## src/rtl/rsol_pkg.sv

```systemverilog
package rsol_pkg;
  localparam int unsigned rsol_addr_w = 5;
  localparam int unsigned rsol_data_w = 16;
  localparam logic [4:0] rsol_reg_basic_ctrl = 5'h00;
  localparam logic [4:0] rsol_reg_phy_ctrl = 5'h16;
  localparam int unsigned rsol_bit_isolate = 10;
  localparam int unsigned rsol_bit_duplex = 8;
  localparam int unsigned rsol_bit_autoneg = 12;
  localparam int unsigned rsol_bit_bcast_off = 9;
  localparam int unsigned rsol_bit_wake_en = 15;
  localparam logic [15:0] rsol_basic_ctrl_rst = 16'h0000;
  localparam logic [15:0] rsol_phy_ctrl_rst = 16'h0000;
  localparam logic [4:0] rsol_bcast_addr = 5'h00;

  typedef struct packed {
    logic wake_event_output_strap;
    logic isolate_strap;
    logic duplex_strap;
    logic autoneg_enable_strap;
    logic broadcast_addr_disable_strap;
    logic test_chain_strap_n;
  } rsol_strap_type;

  localparam rsol_strap_type rsol_strap_rst = 6'h00;

  typedef enum logic [1:0] {
    rsol_st_reset = 2'b00,
    rsol_st_capture = 2'b01,
    rsol_st_run = 2'b11
  } rsol_state_type;
endpackage : rsol_pkg

module rsol_capture
  import rsol_pkg::*;
(
  input wire logic clock,
  input wire logic reset_n,
  input wire rsol_strap_type strap_pin_in,
  output rsol_strap_type strap_q,
  output logic capture_q,
  output logic running_q
);
  rsol_state_type state_q;
  rsol_state_type state_d;

  // first edge with reset released is the capture edge
  always_comb begin
    case (state_q)
      rsol_st_reset: state_d = rsol_st_capture;
      rsol_st_capture: state_d = rsol_st_run;
      rsol_st_run: state_d = rsol_st_run;
      default: state_d = rsol_st_reset;
    endcase
  end

  always_ff @(posedge clock) begin
    if (!reset_n) begin
      state_q <= rsol_st_reset;
      strap_q <= rsol_strap_rst;
      capture_q <= 1'b0;
      running_q <= 1'b0;
    end else begin
      state_q <= state_d;
      capture_q <= (state_q == rsol_st_reset);
      running_q <= (state_q != rsol_st_reset);
      if (state_q == rsol_st_reset) begin
        strap_q <= strap_pin_in;
      end
    end
  end

  chk_strap_frozen: assert property (@(posedge clock) disable iff (!reset_n)
    running_q && $past(running_q) |-> $stable(strap_q))
    else $error("strap values changed after capture");
endmodule : rsol_capture

```

## src/rtl/rsol_top.sv

```systemverilog
module rsol_top
  import rsol_pkg::*;
#(
  parameter int unsigned addr_w = rsol_addr_w,
  parameter int unsigned data_w = rsol_data_w
) (
  input wire logic clock,
  input wire logic reset_n,
  input wire rsol_strap_type strap_pin_in,
  input wire rsol_strap_type func_pin_data,
  input wire logic reg_wr_en,
  input wire logic [addr_w-1:0] reg_addr,
  input wire logic [data_w-1:0] reg_wr_data,
  input wire logic [addr_w-1:0] own_addr,
  input wire logic [addr_w-1:0] mgmt_addr,
  output rsol_strap_type pin_out_q,
  output rsol_strap_type pin_oe_q,
  output logic [data_w-1:0] basic_ctrl_q,
  output logic [data_w-1:0] phy_ctrl_q,
  output logic wake_event_output_en_q,
  output logic addr0_broadcast_q,
  output logic addr_match_q,
  output logic test_chain_en_q,
  output logic config_done_q
);
  rsol_strap_type strap_q;
  logic capture_q;
  logic running_q;
  logic [data_w-1:0] basic_ctrl_d;
  logic [data_w-1:0] phy_ctrl_d;

  rsol_capture u_capture (
    .clock(clock),
    .reset_n(reset_n),
    .strap_pin_in(strap_pin_in),
    .strap_q(strap_q),
    .capture_q(capture_q),
    .running_q(running_q)
  );

  function automatic logic hit(input logic [addr_w-1:0] a, input logic [addr_w-1:0] b);
    hit = (a == b);
  endfunction : hit

  wire wr_basic = reg_wr_en && running_q && hit(reg_addr, addr_w'(rsol_reg_basic_ctrl));
  wire wr_phy = reg_wr_en && running_q && hit(reg_addr, addr_w'(rsol_reg_phy_ctrl));
  // duplex pin low means full duplex, which is a one in bit 8
  wire full_duplex = ~strap_q.duplex_strap;
  wire bcast_off_now = phy_ctrl_q[rsol_bit_bcast_off];
  wire addr0_bcast = ~bcast_off_now;
  wire addr_hit = hit(mgmt_addr, own_addr) || (addr0_bcast && hit(mgmt_addr, addr_w'(rsol_bcast_addr)));
  wire rsol_strap_type pins_drive = running_q ? rsol_strap_type'(~rsol_strap_rst) : rsol_strap_rst;

  always_comb begin
    basic_ctrl_d = basic_ctrl_q;
    phy_ctrl_d = phy_ctrl_q;
    if (capture_q) begin
      basic_ctrl_d[rsol_bit_isolate] = strap_q.isolate_strap;
      basic_ctrl_d[rsol_bit_duplex] = full_duplex;
      basic_ctrl_d[rsol_bit_autoneg] = strap_q.autoneg_enable_strap;
      phy_ctrl_d[rsol_bit_wake_en] = strap_q.wake_event_output_strap;
      phy_ctrl_d[rsol_bit_bcast_off] = strap_q.broadcast_addr_disable_strap;
    end else begin
      if (wr_basic) begin
        basic_ctrl_d = reg_wr_data;
      end
      if (wr_phy) begin
        phy_ctrl_d = reg_wr_data;
      end
    end
  end

  // only reset or the edge after the capture edge reloads these; software owns them after
  always_ff @(posedge clock) begin
    if (!reset_n) begin
      basic_ctrl_q <= rsol_basic_ctrl_rst;
      phy_ctrl_q <= rsol_phy_ctrl_rst;
    end else begin
      basic_ctrl_q <= basic_ctrl_d;
      phy_ctrl_q <= phy_ctrl_d;
    end
  end

  // pins stay released until the straps are safely held
  always_ff @(posedge clock) begin
    if (!reset_n) begin
      pin_out_q <= rsol_strap_rst;
      pin_oe_q <= rsol_strap_rst;
    end else begin
      pin_out_q <= func_pin_data;
      pin_oe_q <= pins_drive;
    end
  end

  always_ff @(posedge clock) begin
    if (!reset_n) begin
      wake_event_output_en_q <= 1'b0;
      addr0_broadcast_q <= 1'b1;
      addr_match_q <= 1'b0;
      test_chain_en_q <= 1'b0;
      config_done_q <= 1'b0;
    end else begin
      wake_event_output_en_q <= phy_ctrl_q[rsol_bit_wake_en];
      addr0_broadcast_q <= addr0_bcast;
      addr_match_q <= addr_hit;
      test_chain_en_q <= running_q && ~strap_q.test_chain_strap_n;
      config_done_q <= running_q;
    end
  end

  chk_isolate_load: assert property (@(posedge clock) disable iff (!reset_n)
    capture_q |=> basic_ctrl_q[rsol_bit_isolate] == $past(strap_q.isolate_strap))
    else $error("isolate bit not loaded from strap");
  chk_duplex_load: assert property (@(posedge clock) disable iff (!reset_n)
    capture_q |=> basic_ctrl_q[rsol_bit_duplex] == !$past(strap_q.duplex_strap))
    else $error("duplex bit not loaded from strap");
  chk_autoneg_load: assert property (@(posedge clock) disable iff (!reset_n)
    capture_q |=> basic_ctrl_q[rsol_bit_autoneg] == $past(strap_q.autoneg_enable_strap))
    else $error("autoneg bit not loaded from strap");
  chk_wake_copy: assert property (@(posedge clock) disable iff (!reset_n)
    capture_q ##1 !wr_phy |=> wake_event_output_en_q == $past(strap_q.wake_event_output_strap, 2))
    else $error("wake enable not copied from strap");
  chk_strap_sample: assert property (@(posedge clock) disable iff (!reset_n)
    capture_q |-> strap_q == $past(strap_pin_in))
    else $error("strap not sampled at release");
  chk_bcast_mode: assert property (@(posedge clock) disable iff (!reset_n)
    capture_q ##1 !wr_phy |=> addr0_broadcast_q == !$past(strap_q.broadcast_addr_disable_strap, 2))
    else $error("address 0 broadcast mode wrong");
  chk_bcast_write: assert property (@(posedge clock) disable iff (!reset_n)
    wr_phy && !capture_q && reg_wr_data[rsol_bit_bcast_off] |=> ##1 !addr0_broadcast_q)
    else $error("bit 9 write did not make address 0 unique");
  chk_test_chain: assert property (@(posedge clock) disable iff (!reset_n)
    running_q |=> test_chain_en_q == !$past(strap_q.test_chain_strap_n))
    else $error("test chain mode does not follow strap");
  chk_pins_released: assert property (@(posedge clock) disable iff (!reset_n)
    !running_q |=> pin_oe_q == rsol_strap_rst)
    else $error("strap pins driven before capture");

  chk_pins_driven: assert property (@(posedge clock) disable iff (!reset_n)
    running_q |=> pin_oe_q == rsol_strap_type'(~rsol_strap_rst))
    else $error("pins not driven after capture");

  chk_pin_data: assert property (@(posedge clock) disable iff (!reset_n)
    running_q |=> pin_out_q == $past(func_pin_data))
    else $error("pin data does not follow output data");

  chk_basic_write: assert property (@(posedge clock) disable iff (!reset_n)
    wr_basic |=> basic_ctrl_q == $past(reg_wr_data))
    else $error("basic control write lost");

  chk_phy_write: assert property (@(posedge clock) disable iff (!reset_n)
    wr_phy |=> phy_ctrl_q == $past(reg_wr_data))
    else $error("phy control write lost");

  chk_basic_hold: assert property (@(posedge clock) disable iff (!reset_n)
    running_q && !wr_basic |=> $stable(basic_ctrl_q))
    else $error("basic control changed without a write");

  chk_phy_hold: assert property (@(posedge clock) disable iff (!reset_n)
    running_q && !wr_phy |=> $stable(phy_ctrl_q))
    else $error("phy control changed without a write");

  chk_early_write: assert property (@(posedge clock) disable iff (!reset_n)
    !running_q && !capture_q |=> $stable(basic_ctrl_q) && $stable(phy_ctrl_q))
    else $error("register changed before capture load");

  chk_bcast_load: assert property (@(posedge clock) disable iff (!reset_n)
    capture_q |=> phy_ctrl_q[rsol_bit_bcast_off] == $past(strap_q.broadcast_addr_disable_strap))
    else $error("broadcast bit not loaded from strap");

  chk_wake_load: assert property (@(posedge clock) disable iff (!reset_n)
    capture_q |=> phy_ctrl_q[rsol_bit_wake_en] == $past(strap_q.wake_event_output_strap))
    else $error("wake bit not loaded from strap");

  chk_capture_once: assert property (@(posedge clock) disable iff (!reset_n)
    capture_q |=> !capture_q)
    else $error("capture repeated");

  chk_capture_first: assert property (@(posedge clock) disable iff (!reset_n)
    capture_q |-> !running_q)
    else $error("capture while running");

  chk_done_after: assert property (@(posedge clock) disable iff (!reset_n)
    capture_q |=> ##1 config_done_q)
    else $error("config done missing after capture");

  chk_done_early: assert property (@(posedge clock) disable iff (!reset_n)
    !running_q |=> !config_done_q)
    else $error("config done before capture");

  chk_chain_early: assert property (@(posedge clock) disable iff (!reset_n)
    !running_q |=> !test_chain_en_q)
    else $error("test chain enabled before capture");

  chk_addr_own: assert property (@(posedge clock) disable iff (!reset_n)
    mgmt_addr == own_addr |=> addr_match_q)
    else $error("own address not matched");

  chk_addr0_bcast: assert property (@(posedge clock) disable iff (!reset_n)
    mgmt_addr == addr_w'(rsol_bcast_addr) && !phy_ctrl_q[rsol_bit_bcast_off] |=> addr_match_q)
    else $error("broadcast address not matched");

  chk_addr0_unique: assert property (@(posedge clock) disable iff (!reset_n)
    mgmt_addr == addr_w'(rsol_bcast_addr) && own_addr != addr_w'(rsol_bcast_addr)
      && phy_ctrl_q[rsol_bit_bcast_off] |=> !addr_match_q)
    else $error("address 0 matched while unique");

  chk_addr_other: assert property (@(posedge clock) disable iff (!reset_n)
    mgmt_addr != own_addr && mgmt_addr != addr_w'(rsol_bcast_addr) |=> !addr_match_q)
    else $error("foreign address matched");

  chk_wake_follow: assert property (@(posedge clock) disable iff (!reset_n)
    running_q |=> wake_event_output_en_q == $past(phy_ctrl_q[rsol_bit_wake_en]))
    else $error("wake enable does not follow register");

  chk_bcast_follow: assert property (@(posedge clock) disable iff (!reset_n)
    running_q |=> addr0_broadcast_q == !$past(phy_ctrl_q[rsol_bit_bcast_off]))
    else $error("broadcast mode does not follow register");
endmodule : rsol_top

```

## config.mk

```make
export PLATFORM = sky130hd
export DESIGN_NAME = rsol_top
export DESIGN_NICKNAME = d
export VERILOG_FILES = /design/src/rtl/rsol_pkg.sv /design/src/rtl/rsol_top.sv
export SDC_FILE = /design/constraint.sdc
export NUM_CORES = 1
export LEC_CHECK = 0
export ABC_CLOCK_PERIOD_IN_PS = 2020
export BUFFER_PORTS_ARGS = -buffer_cell sky130_fd_sc_hd__buf_4
export CORE_MARGIN = 2
export CORE_UTILIZATION = 45
export DETAILED_ROUTE_END_ITERATION = 8
export PLACE_DENSITY_LB_ADDON = 0.25
export SLEW_MARGIN = 30
export SYNTH_ARGS = -nofsm -noshare
export SYNTH_HDL_FRONTEND = slang
export SYNTH_SLANG_ARGS = --single-unit
```

## constraint.sdc

```tcl
create_clock -name clock -period 2.02 [get_ports clock]
set_input_delay 0.606 -clock clock [delete_from_list [all_inputs] [get_ports clock]]
set_output_delay 0.606 -clock clock [all_outputs]
set_load 0.01 [all_outputs]
```

# After elaboration in Yosys (flattened, before gate mapping)
# Cells that the tools add are included.
# totals
reg_bits	59
out_inout_bits	49
wordCells	62
# classes
n_eq_ne	4
mux	9
bitwise	4
reduce_logical	15
# op_table
operator	count
two-way mux 16 bit	1
two-way mux 13 bit	1
zero test 5 bit	2
two-way mux 6 bit	1
nonzero test 2 bit	3
== test 5 bit	1
== test 5 bit, second input constant	1
logical AND 1 bit	5
two-way mux 1 bit	5
inverter 1 bit	4
one-hot mux 2 bit (2 select lines)	1
AND reduction 2 bit	2
== test 2 x 1 -> 1 bit, second input constant	1
== test 2 bit, second input constant	1
zero test 2 bit	1
OR reduction 2 bit	1
logical OR 1 bit	1

# Logic depth before layout (Yosys ltp)
# logic_depth
word_depth	4
depth_mapped	5

# Cells and area by module
# From an unflattened synthesis, not the netlist that was laid out.
# unflattened
cells_unflattened	217
area_unflattened_um2	2119.5
# by_module_without_submodules
module	n_inst	cells_per_inst	area_per_inst_um2
rsol_top	1	178	1731.7
rsol_capture	1	39	387.9

# Worst setup path before layout
# Ideal clock, no wire load.
# synth_timing
path_type	input-to-reg
from	input reg_addr[3]
to	register phy_ctrl_q[11]
setup_time_ps	72
arrival_ps	1595
t_required_ps	1948
setup_slack_ps	353
stages	5
path_cell_list	nand4bb_1 > buf_2 > nor3_4 > buf_6 > mux2i_1
# synth_between
elab_chain_len	3
# synth_lines
item	line	text
from (decl)	rsol_top.sv:12	input wire logic [addr_w-1:0] reg_addr,
== test 5 bit	rsol_top.sv:42	hit = (a == b);
logical AND 1 bit	rsol_top.sv:46	wire wr_phy = reg_wr_en && running_q && hit(reg_addr, addr_w'(rsol_reg_phy_ctrl));
AND reduction 2 bit (no line)	--	
to (signal assigned)	rsol_top.sv:77	phy_ctrl_q <= rsol_phy_ctrl_rst;
to (signal assigned)	rsol_top.sv:80	phy_ctrl_q <= phy_ctrl_d;
to (decl)	rsol_top.sv:19	output logic [data_w-1:0] phy_ctrl_q,
# Every way passes these cells.
# A chain may end at the register's enable or synchronous reset.

==> impl_metrics.toml <==
[clock_tree]
postCtsHoldBufs = 0
post_cts_resized = 0
tritoncts = "done"
insertion_delay_ns = 0.31
cts_made_buffers = 5
cts.htree.levels = 2
cts_root_buf = "clkbuf_8"
cts_setup_buffers = 0
cts_sinks = 53
cts_buffer_depth = 2
path_clk_slew_ns = 0.09

[timing]
relSlewSlack_pct = 70.21
hold_viol = 0
min_period_ns = 1.528
fin_skew_ns = 0.01185
rsz0062_at_grt = "no"
setup_viol = 0
tns_ns = 0
worstMarginPinSlew_ns = 0.4451
drv_slew = 0
fin_crit_sh_pct = 75.65
max_freq_ghz = 0.6544

[layout]
synthToLayoutAreaGrowth_pct = 40.89
multiInputGateArea_um2 = 832.0
ff_latch_area_um2 = 1061
drive_gt1_share_pct = 38.44
diodes = 0
fillerInstances = 392
final_nets = 339

[yosys]
ys_warn_count = 0
synth_top_area_share_pct = 52.70
ys_seq_area_share_pct = 52.70
synth_cell_types = 28
synth.avg_cell_area_um2 = 9.966
syn_area_um2 = 2013
synthFlopType = "dfxtp_1"
synthCells = 202
yosys-top-cells-area = "dfxtp_1 53%, mux2i_1 13%, nand2_1 8.6%"
synth-edff-count = 0
synth-seq-cells = 53
async_reset_ff_share_pct = 0
syn_nets = 248
synth_top_area_cell = "dfxtp_1"

[critical_path]
reg2reg_depth = 5
crit_chain = "buf_4"
crit_type = "reg -> out"
arrival_ns = 0.92
worstPathRequired_ns = 1.41
r2r-start = "u_capture.running_q$_SDFF_PN0_"
cp-startpoint = "pin_oe_q[5]$_SDFF_PN0_"
critPathMaxStageDelay_ns = 0.45
cp-end-kind = "output port"
slowest_stage = "dfxtp_1"
reg2reg_slack_ns = 0.71
crit_buf_inv = 1
crit_fanout = 7
cp-start-kind = "flop"
reg2reg_to = "phy_ctrl_q[7]$_SDFFE_PN0P_"
crit_family = "flip-flops"

[floorplan]
start_util_pct = 46.56
ioPinCount = 95
rows = 24
fp.dieH_um = 70.89
coreArea_um2 = 4324
die_x_um = 70.89
die-area_um2 = 5025

[route]
vias = 1687
drc = 0
vias_per_cell = 4.876
drt_iter0_drc = 86
ant_nets = 0
wl_mm = 4.476
dr.pass1.iters = 4
avgRoutedWirePerCell_um = 12.94

[placement]
finalWeightedCongestion = 0.7620
hpwl_mm = 3.440
portBuffers = 94

[min_path]
holdCritPathClass = "reg -> reg"
min_to = "test_chain_en_q$_SDFF_PN0_"
worstHoldPathCells = 1
hold_start = "u_capture.strap_q[0]$_SDFFE_PN0P_"

[power]
cellLeakagePower_nw = 1.222
powerDensity_nw_per_um2 = 674.1
p_total_mw = 1.912
peakVddDrop_mv = 0.4357

[flow_run]
cap_violations = 0

[global_route]
grt_pass1_vias = 1618
overflow = 0
grt_max_degree = 46
antenna_found_initial = 0
grt_use_total_pct = 18.12
grt_first_pass_wirelength_mm = 7.258

[status]
status = "finished clean"
-- where the power goes --
part	switching [mW]	leakage [nW]	internal [mW]
Clock	0.349	0.0364	0.243
Sequential	0.0212	0.432	1.08
Combinational	0.0948	0.753	0.126
Total	0.465	1.22	1.45
-- per-layer routing --
metal | wire length (um) | global-route usage [%] | vias up | share of wire, %
met5 | 0 | 0 | - | 0
met4 | 78 | 6.080 | 0 | 1.7
met3 | 292 | 4.701 | 9 | 6.5
met2 | 2204 | 31.78 | 51 | 49
met1 | 1900 | 21.55 | 769 | 42
li1 | - | - | 858 | -
-- cell usage after synthesis (2+ instances only) --
cell type / instances
dfxtp_1: 53
buf_1: 3
xnor2_1: 4
buf_2: 2
nor3_4: 2
and2_1: 8
mux2i_1: 27
inv_1: 3
o21ai_0: 9
nand3_1: 5
nor3_1: 4
clkbuf_1: 3
a22o_1: 6
buf_4: 6
nor2_1: 3
a31oi_1: 5
nand2_1: 46
a21oi_1: 3
-- cells in the final DEF (no fill, tap or decap) --
master,instances
buf_12,2
or3_4,1
nor2b_1,1
a31oi_1,5
xor2_1,1
a22o_1,6
nand4_1,1
nand4bb_1,1
xnor2_1,4
o21ai_0,9
nand3_1,5
clkinvlp_4,3
nor3_1,4
nor3_4,2
and4bb_2,1
dfxtp_1,53
nand2_1,46
mux2i_1,27
clkbuf_8,5
nor2_1,3
and2_1,8
and3_2,1
a21oi_1,3
buf_4,98
o31ai_1,1
inv_1,3
-- how the worst max path moves through the flow --
stage | to | slack [ns] | cells after the start
floorplan | phy_ctrl_q[11]$_SDFFE_PN0P_ | 0.35 | 5
global route | pin_oe_q[1] | 0.45 | 1
finish | pin_oe_q[0] | 0.49 | 1
detailed placement | basic_ctrl_q[5]$_SDFFE_PN0P_ | 0.25 | 5
CTS | pin_oe_q[5] | 0.49 | 1
global placement | phy_ctrl_q[12]$_SDFFE_PN0P_ | 0.31 | 6
-- state kept, by name, indices dropped and copies added, names as in the netlist --
register and flops:
addr_match_q 1, pin_oe_q 1, u_capture.state_q 2, pin_out_q 6, phy_ctrl_q 16, test_chain_en_q 1
u_capture.capture_q 1, basic_ctrl_q 16, u_capture.strap_q 6, addr0_broadcast_q 1, wake_event_output_en_q 1, u_capture.running_q 1
-- kinds of logic after synthesis --
kind of cell | Yosys count | share of synthesized area [%]
buffers and inverters | 19 | 5.966
flip-flops | 53 | 52.70
multiplexers | 27 | 13.42
AND/OR/NAND/NOR | 74 | 18.21
XOR/XNOR | 5 | 2.175
AO/OA/AOI/OAI | 24 | 7.520
-- area by class of cell --
cell class / instances / share of cell area (%)
sequential: 53 / 37.41
timing repair buffer: 100 / 27.35
clock buffer: 5 / 2.426
clock inverter: 3 / 0.7940
multi-input combinational: 130 / 29.33
tap: 52 / 2.294
inverter: 3 / 0.3970
-- metrics by stage --
step           instance area, um2  std cells  hold WS (ns)  worst slack (ns)  util [%]
2_1_floorplan                2013        202        0.3922            0.3530         -
5_1_grt                      2836        346        0.4467            0.4456     65.60
6_report                     2836        346        0.4166            0.4918     65.60
4_1_cts                      2836        346        0.4209            0.4857     65.60
3_3_place_gp                 2745        338        0.4024            0.3102     63.48
3_5_place_dp                 2745        338        0.4094            0.2463     63.48
(Power assumes the default switching activity.)
